===== src/trace_view_pkg.sv =====
// Package: constants and carriers for the trace view and timestamp front logic
package trace_view_pkg;

	localparam int unsigned CLK_FREQ_HZ      = 25000000;

	// Address decode of the stimulus window
	localparam int unsigned ADDR_W           = 40;
	localparam int unsigned WINDOW_BITS      = 24;
	localparam logic [39:0] WINDOW_BASE      = 40'h00_0000_0000;
	localparam int unsigned PORT_BITS        = 16;
	localparam int unsigned PORT_LSB         = 8;
	localparam int unsigned DATA_W           = 64;

	// Views and master numbering
	localparam int unsigned VIEW_COUNT       = 64;
	localparam logic [5:0]  VIEW_BIG_LO      = 6'h00;
	localparam logic [5:0]  VIEW_BIG_HI      = 6'h01;
	localparam logic [5:0]  VIEW_LITTLE_LO   = 6'h04;
	localparam logic [5:0]  VIEW_LITTLE_HI   = 6'h07;
	localparam logic [5:0]  VIEW_GPU         = 6'h20;
	localparam logic [5:0]  VIEW_SCP         = 6'h21;
	localparam logic [5:0]  VIEW_EXP_BASE    = 6'h22;
	localparam logic [5:0]  VIEW_DEFAULT     = 6'h3e;
	localparam logic [5:0]  VIEW_DEBUG       = 6'h3f;
	localparam logic [6:0]  NONSECURE_OFFSET = 7'h40;
	localparam logic [3:0]  EXP_SEL_MIN      = 4'h1;
	localparam logic [3:0]  EXP_SEL_MAX      = 4'h8;

	// Hardware events
	localparam int unsigned HW_EVENT_W       = 64;
	localparam int unsigned TRIG_W           = 8;
	localparam int unsigned TRIG_A           = 4;
	localparam int unsigned TRIG_B           = 5;
	// Synchroniser rest value: triggers low, inverted copies high
	localparam logic [3:0]  EV_IDLE          = 4'ha;

	// Timestamp layout
	localparam int unsigned TS_W             = 64;
	localparam int unsigned TS_COUNT_W       = 56;
	localparam int unsigned TS_INTERP_W      = 8;

	// Stimulus FIFO
	localparam int unsigned FIFO_DEPTH       = 8;

	typedef enum logic [2:0] {
		SRC_BIG    = 3'h0,
		SRC_LITTLE = 3'h1,
		SRC_GPU    = 3'h2,
		SRC_SCP    = 3'h3,
		SRC_EXP    = 3'h4,
		SRC_DEBUG  = 3'h5,
		SRC_OTHER  = 3'h6
	} master_class_type;

	typedef struct packed {
		logic [ADDR_W-1:0] addr;
		logic [DATA_W-1:0] data;
		logic              nonsecure;
		master_class_type  src;
		logic [1:0]        core;
		logic [3:0]        user_sel;
	} stim_write_type;

	typedef struct packed {
		logic [6:0]           master_id;
		logic [PORT_BITS-1:0] port;
		logic [DATA_W-1:0]    data;
		logic [TS_W-1:0]      timestamp;
	} trace_packet_type;

	typedef struct packed {
		logic        psel;
		logic        penable;
		logic        pwrite;
		logic [11:0] paddr;
		logic [31:0] pwdata;
	} apb_req_type;

endpackage


===== src/stim_fifo.sv =====
// Stimulus packet FIFO with valid/ready on both sides
`timescale 1ns/100ps
module stim_fifo #(
	parameter int unsigned WIDTH = 8,
	parameter int unsigned DEPTH = 8
) (
	input  wire logic             clk_sys,
	input  wire logic             rstn,
	input  wire logic             in_valid,
	output logic                  in_ready,
	input  wire logic [WIDTH-1:0] in_data,
	output logic                  out_valid,
	input  wire logic             out_ready,
	output logic [WIDTH-1:0]      out_data
);
	localparam int unsigned AW = $clog2(DEPTH);

	logic [WIDTH-1:0] mem_q [DEPTH];
	logic [AW-1:0]    wr_q;
	logic [AW-1:0]    rd_q;
	logic [AW:0]      cnt_q;
	logic             push;
	logic             pop;

	assign in_ready  = (cnt_q != (AW+1)'(DEPTH));
	assign out_valid = (cnt_q != '0);
	assign out_data  = mem_q[rd_q];
	assign push      = in_valid && in_ready;
	assign pop       = out_valid && out_ready;

	always_ff @(posedge clk_sys) begin
		if (push) begin
			mem_q[wr_q] <= in_data;
		end
	end

	always_ff @(posedge clk_sys) begin
		if (!rstn) begin
			wr_q  <= '0;
			rd_q  <= '0;
			cnt_q <= '0;
		end else begin
			if (push) begin
				wr_q <= (wr_q == AW'(DEPTH-1)) ? '0 : wr_q + 1'b1;
			end
			if (pop) begin
				rd_q <= (rd_q == AW'(DEPTH-1)) ? '0 : rd_q + 1'b1;
			end
			cnt_q <= cnt_q + (AW+1)'(push) - (AW+1)'(pop);
		end
	end
endmodule


===== src/trace_view_front.sv =====
// Trace source front logic: stimulus views, master IDs, hardware events, timestamp
`timescale 1ns/100ps
// Summary of operation
// - A write hitting the 16MB stimulus window goes to the private view of its master.
// - Each view spans the whole 65536-port stimulus range, taken from the address bits.
// - Sixty-four views exist, some reserved, each mapped to a master ID on the trace output.
// - The expansion port drives the user field with x+1 to select expansion view x, x in 0..7.
// - A user field outside 1..8 from no known master selects default view 62.
// - Master ID is the view for secure writes and the view plus 64 for non-secure writes.
// - Views: 0-1 big, 4-7 little, 32 GPU, 33 SCP, 34-41 expansion, 62 default, 63 debug.
// - A rising edge on any of hardware event inputs 0-3 produces a trace event.
// - Events 0 and 2 follow trigger outputs 4 and 5, events 1 and 3 inverted; 4-63 reserved.
// - Timestamp upper 56 bits are the reference count, low 8 bits are interpolated.
// - The timestamp is plain binary and 64 bits wide.
// - A dedicated timestamp counter runs on the reference tick and serves only trace.
// - A separate configuration port stands apart from the stimulus write port.
module trace_view_front
	import trace_view_pkg::*;
(
	input  wire logic                                  clk_sys,
	input  wire logic                                  rstn,
	input  wire logic                                  stim_valid,
	output logic                                       stim_ready,
	input  wire trace_view_pkg::stim_write_type        stim_req,
	input  wire logic                                  pkt_ready,
	output logic                                       pkt_valid,
	output trace_view_pkg::trace_packet_type           pkt_out,
	input  wire logic [trace_view_pkg::TRIG_W-1:0]     cross_trigger_outputs,
	output logic [trace_view_pkg::HW_EVENT_W-1:0]      hw_event_pulse_q,
	input  wire logic                                  always_on_ref_clock,
	output logic [trace_view_pkg::TS_W-1:0]            timestamp_q,
	input  wire trace_view_pkg::apb_req_type           cfg_apb,
	output logic                                       cfg_pready_q,
	output logic [31:0]                                cfg_prdata_q,
	output logic                                       trace_enable_q
);
	import trace_view_pkg::*;

	// ----------------------------------------
	// View selection
	// ----------------------------------------
	logic                 hit;
	logic [5:0]           view;
	logic                 view_ok;
	logic [3:0]           exp_idx;

	assign hit = (stim_req.addr[ADDR_W-1:WINDOW_BITS] == WINDOW_BASE[ADDR_W-1:WINDOW_BITS]);

	always_comb begin
		exp_idx = stim_req.user_sel - EXP_SEL_MIN;
		view    = VIEW_DEFAULT;
		view_ok = 1'b1;
		case (stim_req.src)
			SRC_BIG: begin
				view = VIEW_BIG_LO + {5'h00, stim_req.core[0]};
			end
			SRC_LITTLE: begin
				view = VIEW_LITTLE_LO + {4'h0, stim_req.core};
			end
			SRC_GPU: begin
				view = VIEW_GPU;
			end
			SRC_SCP: begin
				view = VIEW_SCP;
			end
			SRC_DEBUG: begin
				view = VIEW_DEBUG;
			end
			SRC_EXP, SRC_OTHER: begin
				if (stim_req.user_sel >= EXP_SEL_MIN && stim_req.user_sel <= EXP_SEL_MAX) begin
					view = VIEW_EXP_BASE + {3'h0, exp_idx[2:0]};
				end else begin
					view = VIEW_DEFAULT;
				end
			end
			default: begin
				view    = VIEW_DEFAULT;
				view_ok = 1'b0;
			end
		endcase
	end

	// ----------------------------------------
	// Master ID and packet forming
	// ----------------------------------------
	trace_packet_type pkt_d;
	logic             fifo_in_ready;
	logic             fifo_out_valid;
	trace_packet_type fifo_out;
	logic             stim_take;

	always_comb begin
		pkt_d           = '0;
		pkt_d.master_id = stim_req.nonsecure ? ({1'b0, view} + NONSECURE_OFFSET)
		                                     : {1'b0, view};
		pkt_d.port      = stim_req.addr[PORT_LSB +: PORT_BITS];
		pkt_d.data      = stim_req.data;
		pkt_d.timestamp = timestamp_q;
	end

	// Writes outside the window or while disabled are accepted and dropped
	assign stim_ready = fifo_in_ready;
	assign stim_take  = stim_valid && hit && view_ok && trace_enable_q;

	stim_fifo #(
		.WIDTH ($bits(trace_packet_type)),
		.DEPTH (FIFO_DEPTH)
	) u_fifo (
		.clk_sys   (clk_sys),
		.rstn      (rstn),
		.in_valid  (stim_take),
		.in_ready  (fifo_in_ready),
		.in_data   (pkt_d),
		.out_valid (fifo_out_valid),
		.out_ready (pkt_ready || !pkt_valid),
		.out_data  (fifo_out)
	);

	// Output register keeps the packet port straight from flops
	always_ff @(posedge clk_sys) begin
		if (!rstn) begin
			pkt_valid <= 1'b0;
			pkt_out   <= '0;
		end else if (pkt_ready || !pkt_valid) begin
			pkt_valid <= fifo_out_valid;
			pkt_out   <= fifo_out;
		end
	end

	// ----------------------------------------
	// Hardware events
	// ----------------------------------------
	logic [3:0] ev_raw;
	logic [3:0] ev_s1_q;
	logic [3:0] ev_s2_q;
	logic [3:0] ev_s3_q;
	logic [3:0] ev_level_q;

	assign ev_raw = {~cross_trigger_outputs[TRIG_B], cross_trigger_outputs[TRIG_B],
	                 ~cross_trigger_outputs[TRIG_A], cross_trigger_outputs[TRIG_A]};

	always_ff @(posedge clk_sys) begin
		if (!rstn) begin
			ev_s1_q <= EV_IDLE;
			ev_s2_q <= EV_IDLE;
			ev_s3_q <= EV_IDLE;
		end else begin
			ev_s1_q <= ev_raw;
			ev_s2_q <= ev_s1_q;
			ev_s3_q <= ev_s2_q;
		end
	end

	// Level only moves when two stages agree; filters one-cycle glitches
	logic [3:0] ev_agree;
	logic [3:0] ev_fire;

	genvar gi;
	generate
		for (gi = 0; gi < 4; gi++) begin : g_ev
			assign ev_agree[gi] = (ev_s2_q[gi] == ev_s3_q[gi]);
			assign ev_fire[gi]  = ev_agree[gi] && ev_s3_q[gi] && !ev_level_q[gi];
		end
	endgenerate

	// Idle pattern at reset, so inverted inputs give no false edge
	always_ff @(posedge clk_sys) begin
		if (!rstn) begin
			ev_level_q       <= EV_IDLE;
			hw_event_pulse_q <= '0;
		end else begin
			ev_level_q       <= (ev_agree & ev_s3_q) | (~ev_agree & ev_level_q);
			hw_event_pulse_q <= HW_EVENT_W'(ev_fire & {4{trace_enable_q}});
		end
	end

	// ----------------------------------------
	// Timestamp
	// ----------------------------------------
	logic                   ref_s1_q;
	logic                   ref_s2_q;
	logic                   ref_s3_q;
	logic                   ref_lvl_q;
	logic                   ref_tick;
	logic [TS_COUNT_W-1:0]  ts_count_q;
	logic [TS_INTERP_W-1:0] interp_q;

	always_ff @(posedge clk_sys) begin
		if (!rstn) begin
			ref_s1_q  <= 1'b0;
			ref_s2_q  <= 1'b0;
			ref_s3_q  <= 1'b0;
			ref_lvl_q <= 1'b0;
		end else begin
			ref_s1_q <= always_on_ref_clock;
			ref_s2_q <= ref_s1_q;
			ref_s3_q <= ref_s2_q;
			if (ref_s2_q == ref_s3_q) begin
				ref_lvl_q <= ref_s3_q;
			end
		end
	end

	assign ref_tick = (ref_s2_q == ref_s3_q) && ref_s3_q && !ref_lvl_q;

	// Dedicated counter, never shared with processor timers
	always_ff @(posedge clk_sys) begin
		if (!rstn) begin
			ts_count_q <= '0;
		end else if (ref_tick) begin
			ts_count_q <= ts_count_q + 1'b1;
		end
	end

	// Interpolator saturates so the value never runs past the next tick
	always_ff @(posedge clk_sys) begin
		if (!rstn) begin
			interp_q <= '0;
		end else if (ref_tick) begin
			interp_q <= '0;
		end else if (interp_q != '1) begin
			interp_q <= interp_q + 1'b1;
		end
	end

	always_ff @(posedge clk_sys) begin
		if (!rstn) begin
			timestamp_q <= '0;
		end else begin
			timestamp_q <= {ts_count_q, interp_q};
		end
	end

	// ----------------------------------------
	// Configuration port
	// ----------------------------------------
	logic cfg_access;

	assign cfg_access = cfg_apb.psel && cfg_apb.penable && !cfg_pready_q;

	always_ff @(posedge clk_sys) begin
		if (!rstn) begin
			cfg_pready_q   <= 1'b0;
			cfg_prdata_q   <= 32'h0000_0000;
			trace_enable_q <= 1'b1;
		end else begin
			cfg_pready_q <= cfg_access;
			cfg_prdata_q <= {31'h0000_0000, trace_enable_q};
			if (cfg_access && cfg_apb.pwrite) begin
				trace_enable_q <= cfg_apb.pwdata[0];
			end
		end
	end
endmodule


===== config.mk =====
export PLATFORM = sky130hd
export DESIGN_NAME = trace_view_front
export DESIGN_NICKNAME = d
export VERILOG_FILES = /design/src/trace_view_pkg.sv /design/src/stim_fifo.sv /design/src/trace_view_front.sv
export SDC_FILE = /design/constraint.sdc
export NUM_CORES = 2
export LEC_CHECK = 0
export BUFFER_PORTS_ARGS = -buffer_cell sky130_fd_sc_hd__buf_4
export CAP_MARGIN = 10
export CORE_AREA = 3 3 487 489
export CTS_CLUSTER_DIAMETER = 40
export DETAILED_ROUTE_END_ITERATION = 6
export DIE_AREA = 0 0 490 492
export SLEW_MARGIN = 20
export SYNTH_ARGS = -nofsm -noshare
export SYNTH_HDL_FRONTEND = slang
export SYNTH_HIERARCHICAL = 1
export SYNTH_SLANG_ARGS = --single-unit

===== constraint.sdc =====
create_clock -name clk_sys -period 42.2 [get_ports clk_sys]
set_clock_uncertainty 0.2 [all_clocks]
set_input_delay 4.22 -clock clk_sys [delete_from_list [all_inputs] [get_ports clk_sys]]
set_output_delay 4.22 -clock clk_sys [all_outputs]
set_load 0.03 [all_outputs]

**Yosys cells after proc, flatten, opt, wreduce, memory -nomap -nowiden**

Memories as Yosys holds them, arrays and structs flattened. A register that Yosys moved wholly into a read port is not among the register bits.
Index checks and enable logic that the tools add are counted.

- Shifts and indexed selects: 0
- Multiplexer cells: 8
- Div/mod/pow operators: 0
- Equality and inequality tests: 15
- Reductions and logical operators: 34
- Magnitude comparators: 2
- $add $sub $neg: 10
- Multipliers: 0
- Bitwise operators: 8

Operators by type and width:

| cell | number |
|---|---|
| $add 56x1->56 const B | 1 |
| $pmux 6 s6 | 1 |
| $logic_and 1x1->1 | 19 |
| $logic_not 16->1 | 1 |
| $eq 3x3->1 const B | 5 |
| $and 4x4->4 | 3 |
| $add 8x1->8 const B | 1 |
| $logic_not 1->1 | 8 |
| $ne 8x8->1 const B | 1 |
| $add 6x7->7 const B | 1 |
| $mux 7 | 1 |
| $reduce_or 7->1 | 1 |
| $add 3x1->3 const B | 2 |
| $add 6x3->6 const A | 1 |
| $eq 3x2->1 const B | 2 |
| $mux 3 | 2 |
| $mux 6 | 1 |
| $eq 1x1->1 | 5 |
| $add 3x2->4 const A | 1 |
| $add 4x1->4 | 1 |
| $ge 4x1->1 const B | 1 |
| $le 4x4->1 const B | 1 |
| $ne 4x4->1 const B | 1 |
| $not 4->4 | 1 |
| other kinds (10) | 15 |

- Latch bits: 0
- Memory bits (writable): 1208
- Output and inout bits: 315
- Bits in registers: 257
- Memories: 1
- Bits in read-only memories: 0

Memory list:

| memory | words | width | rd ports | clocked after memory_dff | write ports | RTL line | source |
|---|---|---|---|---|---|---|---|
| u_fifo.mem_q | 8 | 151 | 1 | 1 | 1 | stim_fifo.sv:18 | `logic [WIDTH-1:0] mem_q [DEPTH];` |

**Logic depth before layout (Yosys ltp)**

- Word-level depth: 8
- Mapped depth: 12
- Mapped depth without buffers: 10

**By module**

Netlist, hierarchy kept.

By module, submodules not included:

| module | area each (µm²) | cells each | seq. area each (µm²) | times used |
|---|---|---|---|---|
| stim_fifo | 46047.9 | 1823 | 36535.0 | 1 |
| trace_view_front | 12042.8 | 1405 | 6145.9 | 1 |

**Worst setup path before layout**

Ideal clock, no wire load.

- Path kind: input port to flip-flop
- Start: input stim_req[99] in the netlist's numbering
- End: memory u_fifo/mem_q[0][0] in the netlist's numbering, enable pin
- Slack: 21406 ps
- Arrival time: 19560 ps
- Stages: 4
- Buffers on the path: 0
- Data required time: 40966 ps
- Cells stage by stage: or4_1 > nor4_1 > nand2_1 > nor4_1

- Longest elaborated chain between the ends: 7

Ends and longest elaborated chain:

| what | RTL line | source |
|---|---|---|
| start, declared | trace_view_front.sv:24 | `input wire trace_view_pkg::stim_write_type stim_req,` |
| $logic_not 16->1 | trace_view_front.sv:47 | `assign hit = (stim_req.addr[ADDR_W-1:WINDOW_BITS] == WINDOW_BASE[ADDR_W-1:WINDOW_BITS]);` |
| $logic_and 1x1->1 (3 in series) | trace_view_front.sv:103 | `assign stim_take = stim_valid && hit && view_ok && trace_enable_q;` |
| via stim_take | trace_view_front.sv:90 | `logic stim_take;` |
| $logic_and 1x1->1 | stim_fifo.sv:28 | `assign push = in_valid && in_ready;` |
| $mux 1 | stim_fifo.sv:32 | `if (push) begin` |
| $mux 1 (implied by the code) | stim_fifo.sv:33 | `mem_q[wr_q] <= in_data;` |
| end, declared | stim_fifo.sv:18 |  |

The timed path passes the listed nets, and every way through them passes these cells.

**Final worst setup path**

- Start: input stim_req[102] in the netlist's numbering
- End: memory u_fifo/mem_q[5][65] in the netlist's numbering, enable pin

Same word-level chain as after synthesis.

==> metrics.csv <==
metric,value,unit
initial DRC count,2168,
clk sinks,1528,
Crit path top cell by count,buf_4,
RSZ-0062 raised after global routing,false,
Final ANT Viol Nets,0,
Critical Path RT,42.39,ns
DR WL/cell,20.24,microns
largest net degree at the start of global routing,94,
Reg2Reg Depth,7,
global route overflow,0,
antenna violations before repair,13,
Post-CTS Setup Repair Bufs,0,
Hold Crit Start,ev_s1_q[3]$_SDFF_PN1_,
Critical path buffers and inverters,3,
starting density of the core,24.96,%
arrival time at the worst endpoint,8.52,ns
CP startpoint kind,primary input,
Hold Path Sink,ev_s2_q[3]$_SDFF_PN1_,
port bufs,340,
Post-CTS Hold Fix Bufs,0,
Post-Syn Instances,3228,
number of synthesized flops with an enable pin,1208,
Worst R2R End,u_fifo/mem_q[5][65]$_DFFE_PP_,
Via density,4.246,
DPL Wire Length,79500,microns
"CP delay by family, top",simple AND/OR/NAND/NOR gates,
share of cells above drive strength 1,33.13,%
Worst Setup End Kind,register,
DIE HEIGHT,492,microns
DP Worst Slack,33.00,ns
# nets final,3822,
Hold Slack,0.2049,ns
fin crit period,8.321,ns
"Seq/Total Area, Yosys",73.47,%
Max Buffers Root-to-Sink,3,
Core Footprint,232800,sq um
gr usage total,11.46,%
Util after Layout,30.73,%
Synth cell types,51,
setup TNS,0,ns
max-slew violation count,0,
Synth Warn #,6,
critical path peak fanout,81,
HP Class,reg -> reg,
leakage,24.19,nW
Power Dens Cells,61.82,nW/um^2
critical path's largest stage delay,0.91,ns
Seq cells post-synth,1528,
status,finished clean,
post_cts resized,0,
Worst path slowest cell,buf_4,
max_cap viols,0,
Die Wd,490,microns
drt first pass iters,7,
Mean Syn Cell Area,18.00,sq um
top_reg_cell synth,edfxtp_1,
reg2reg start,trace_enable_q$_SDFFE_PN1P_,
"commonest non-fill, non-tap cell in the layout",edfxtp_1,
I/O pin count,489,
Final setup viols,0,
GP Congestion,0.7060,
"wirelength, routed",141000,microns
"FFs w/ async S/R, synth",0,%
Remaining DRCs,0,
final worst-path cycle share,19.72,%
clock latency on the worst-skew pair,0.86,ns
crit path cell chain,buf_4 -> nor4b_1 -> nand4_1 -> nor4_1 -> nand3_1 -> nor2_4 -> buf_12 -> buf_4,
Fin. Hold Viols,0,
Worst Setup SP,stim_req[102],
Layout area overhead,23.13,%
Mapped Area,58090,sq um
vias in the first global route,30980,
Rel. slew slack,31.71,%
clock-pin slew on the worst setup and hold paths,0.06,ns
first-pass GRT wire length,206500,microns
H-tree Lvls,4,
maximum vdd drop,45.08,uV
WP depth,8,
Worst R2R Setup Slack,37.02,ns
Crit Path Class,in -> reg,
fmax,0.1202,GHz
CTS tree,built,
Row Count,177,
via total after detailed routing,29580,
total CTS buffers,227,
Worst Slack Setup Final,33.88,ns
Worst-Margin Slew,1.024,ns
most frequent cells in the layout,"1208 x edfxtp_1, 385 x buf_4, 348 x nand2_1",
hold depth,1,
CTS Root Buffer Type,clkbuf_16,
die area,241100,sq um
==> per-layer routing <==
metal  vias up  routed length, microns  GRT usage (%)
met2       883                   65820          18.24
met3       215                    9397          3.216
met1     15380                   62020          15.06
met5         -                      69              0
met4        10                    3727          3.739
li1      13100                       -              -
==> final cells by class <==
class | count | area (sq um)
fill | 22570 | 161200
clock inverter | 159 | 2029
sequential | 1528 | 42690
clock buffer | 273 | 6070
multi-input combinational | 1459 | 13720
tap | 3132 | 3919
timing repair buffer | 390 | 2990
antenna | 5 | 12.51
inverter | 21 | 91.34
==> worst max-delay path by stage <==
stage	slack [ns]	endpoint
2_1_floorplan	21.41	u_fifo/mem_q[0][0]$_DFFE_PP_
3_3_place_gp	33.02	u_fifo/mem_q[5][64]$_DFFE_PP_
3_5_place_dp	33.00	u_fifo/mem_q[5][61]$_DFFE_PP_
4_1_cts	33.90	u_fifo/mem_q[5][103]$_DFFE_PP_
5_1_grt	33.74	u_fifo/mem_q[5][65]$_DFFE_PP_
6_report	33.88	u_fifo/mem_q[5][65]$_DFFE_PP_
==> per-stage QoR <==
stage / total power [mW] / cells / instance area (sq um)
after floorplan: 2.323 / 3318 / 58430
after global placement: 2.533 / 6530 / 63410
after detailed placement: 2.535 / 6530 / 63410
after CTS: 4.493 / 6962 / 71510
after global routing: 4.606 / 6963 / 71520
final: 4.421 / 6967 / 71530
==> power breakdown <==
| group | leakage [nW] | switching [mW] | internal (mW) | total, mW |
|---|---|---|---|---|
| clock | 3.90 | 0.734 | 1.20 | 1.94 |
| combinational | 6.37 | 0.411 | 0.357 | 0.768 |
| sequential | 13.9 | 0.0490 | 1.67 | 1.72 |
| total | 24.2 | 1.19 | 3.23 | 4.42 |
==> worst reg2reg max path: cells and delay by family (launching register included) <==
kind,cells,cell delay (ns)
flip-flops,1,0.37
buffers and inverters,2,1.54
AND/OR/NAND/NOR,5,2.58
==> cells in the mapped netlist, types with 17 or more instances <==
cell	instances	share of area [%]
nand4_1	31	0.33
dfxtp_1	320	11
clkbuf_1	88	0.57
nor2_1	72	0.47
ha_1	20	0.43
edfxtp_1	1208	62
a21oi_1	173	1.5
or3_1	17	0.18
o21ai_0	21	0.18
and2_1	76	0.82
buf_6	31	0.60
nand3_1	22	0.19
xor2_1	27	0.41
inv_1	19	0.12
mux4_2	302	12
nand2_1	348	2.2
buf_4	155	2.0
buf_2	20	0.17
mux2_2	155	3.0
==> kinds of logic (layout without fill, tap and decap cells) <==
kind of cell	after synthesis	in the layout	synth area share [%]
compound gates	201	201	1.766
xor+xnor	37	37	0.5579
fa+ha+maj	21	21	0.4652
buf+inv	331	843	3.584
flops	1528	1528	73.47
mux	473	473	14.99
other cells	1	96	0.006455
simple gates	636	636	5.156
==> state kept, by name, indices dropped and copies added (netlist names), 3 cells and up, named ones only <==
name	flops
ev_s1_q	4
timestamp_q	64
u_fifo/wr_q	3
hw_event_pulse_q	4
ev_s2_q	4
pkt_out	151
interp_q	8
u_fifo/mem_q	1208
ts_count_q	56
u_fifo/cnt_q	4
ev_s3_q	4
u_fifo/rd_q	3
No activity file was read; power rests on OpenSTA's default activity.
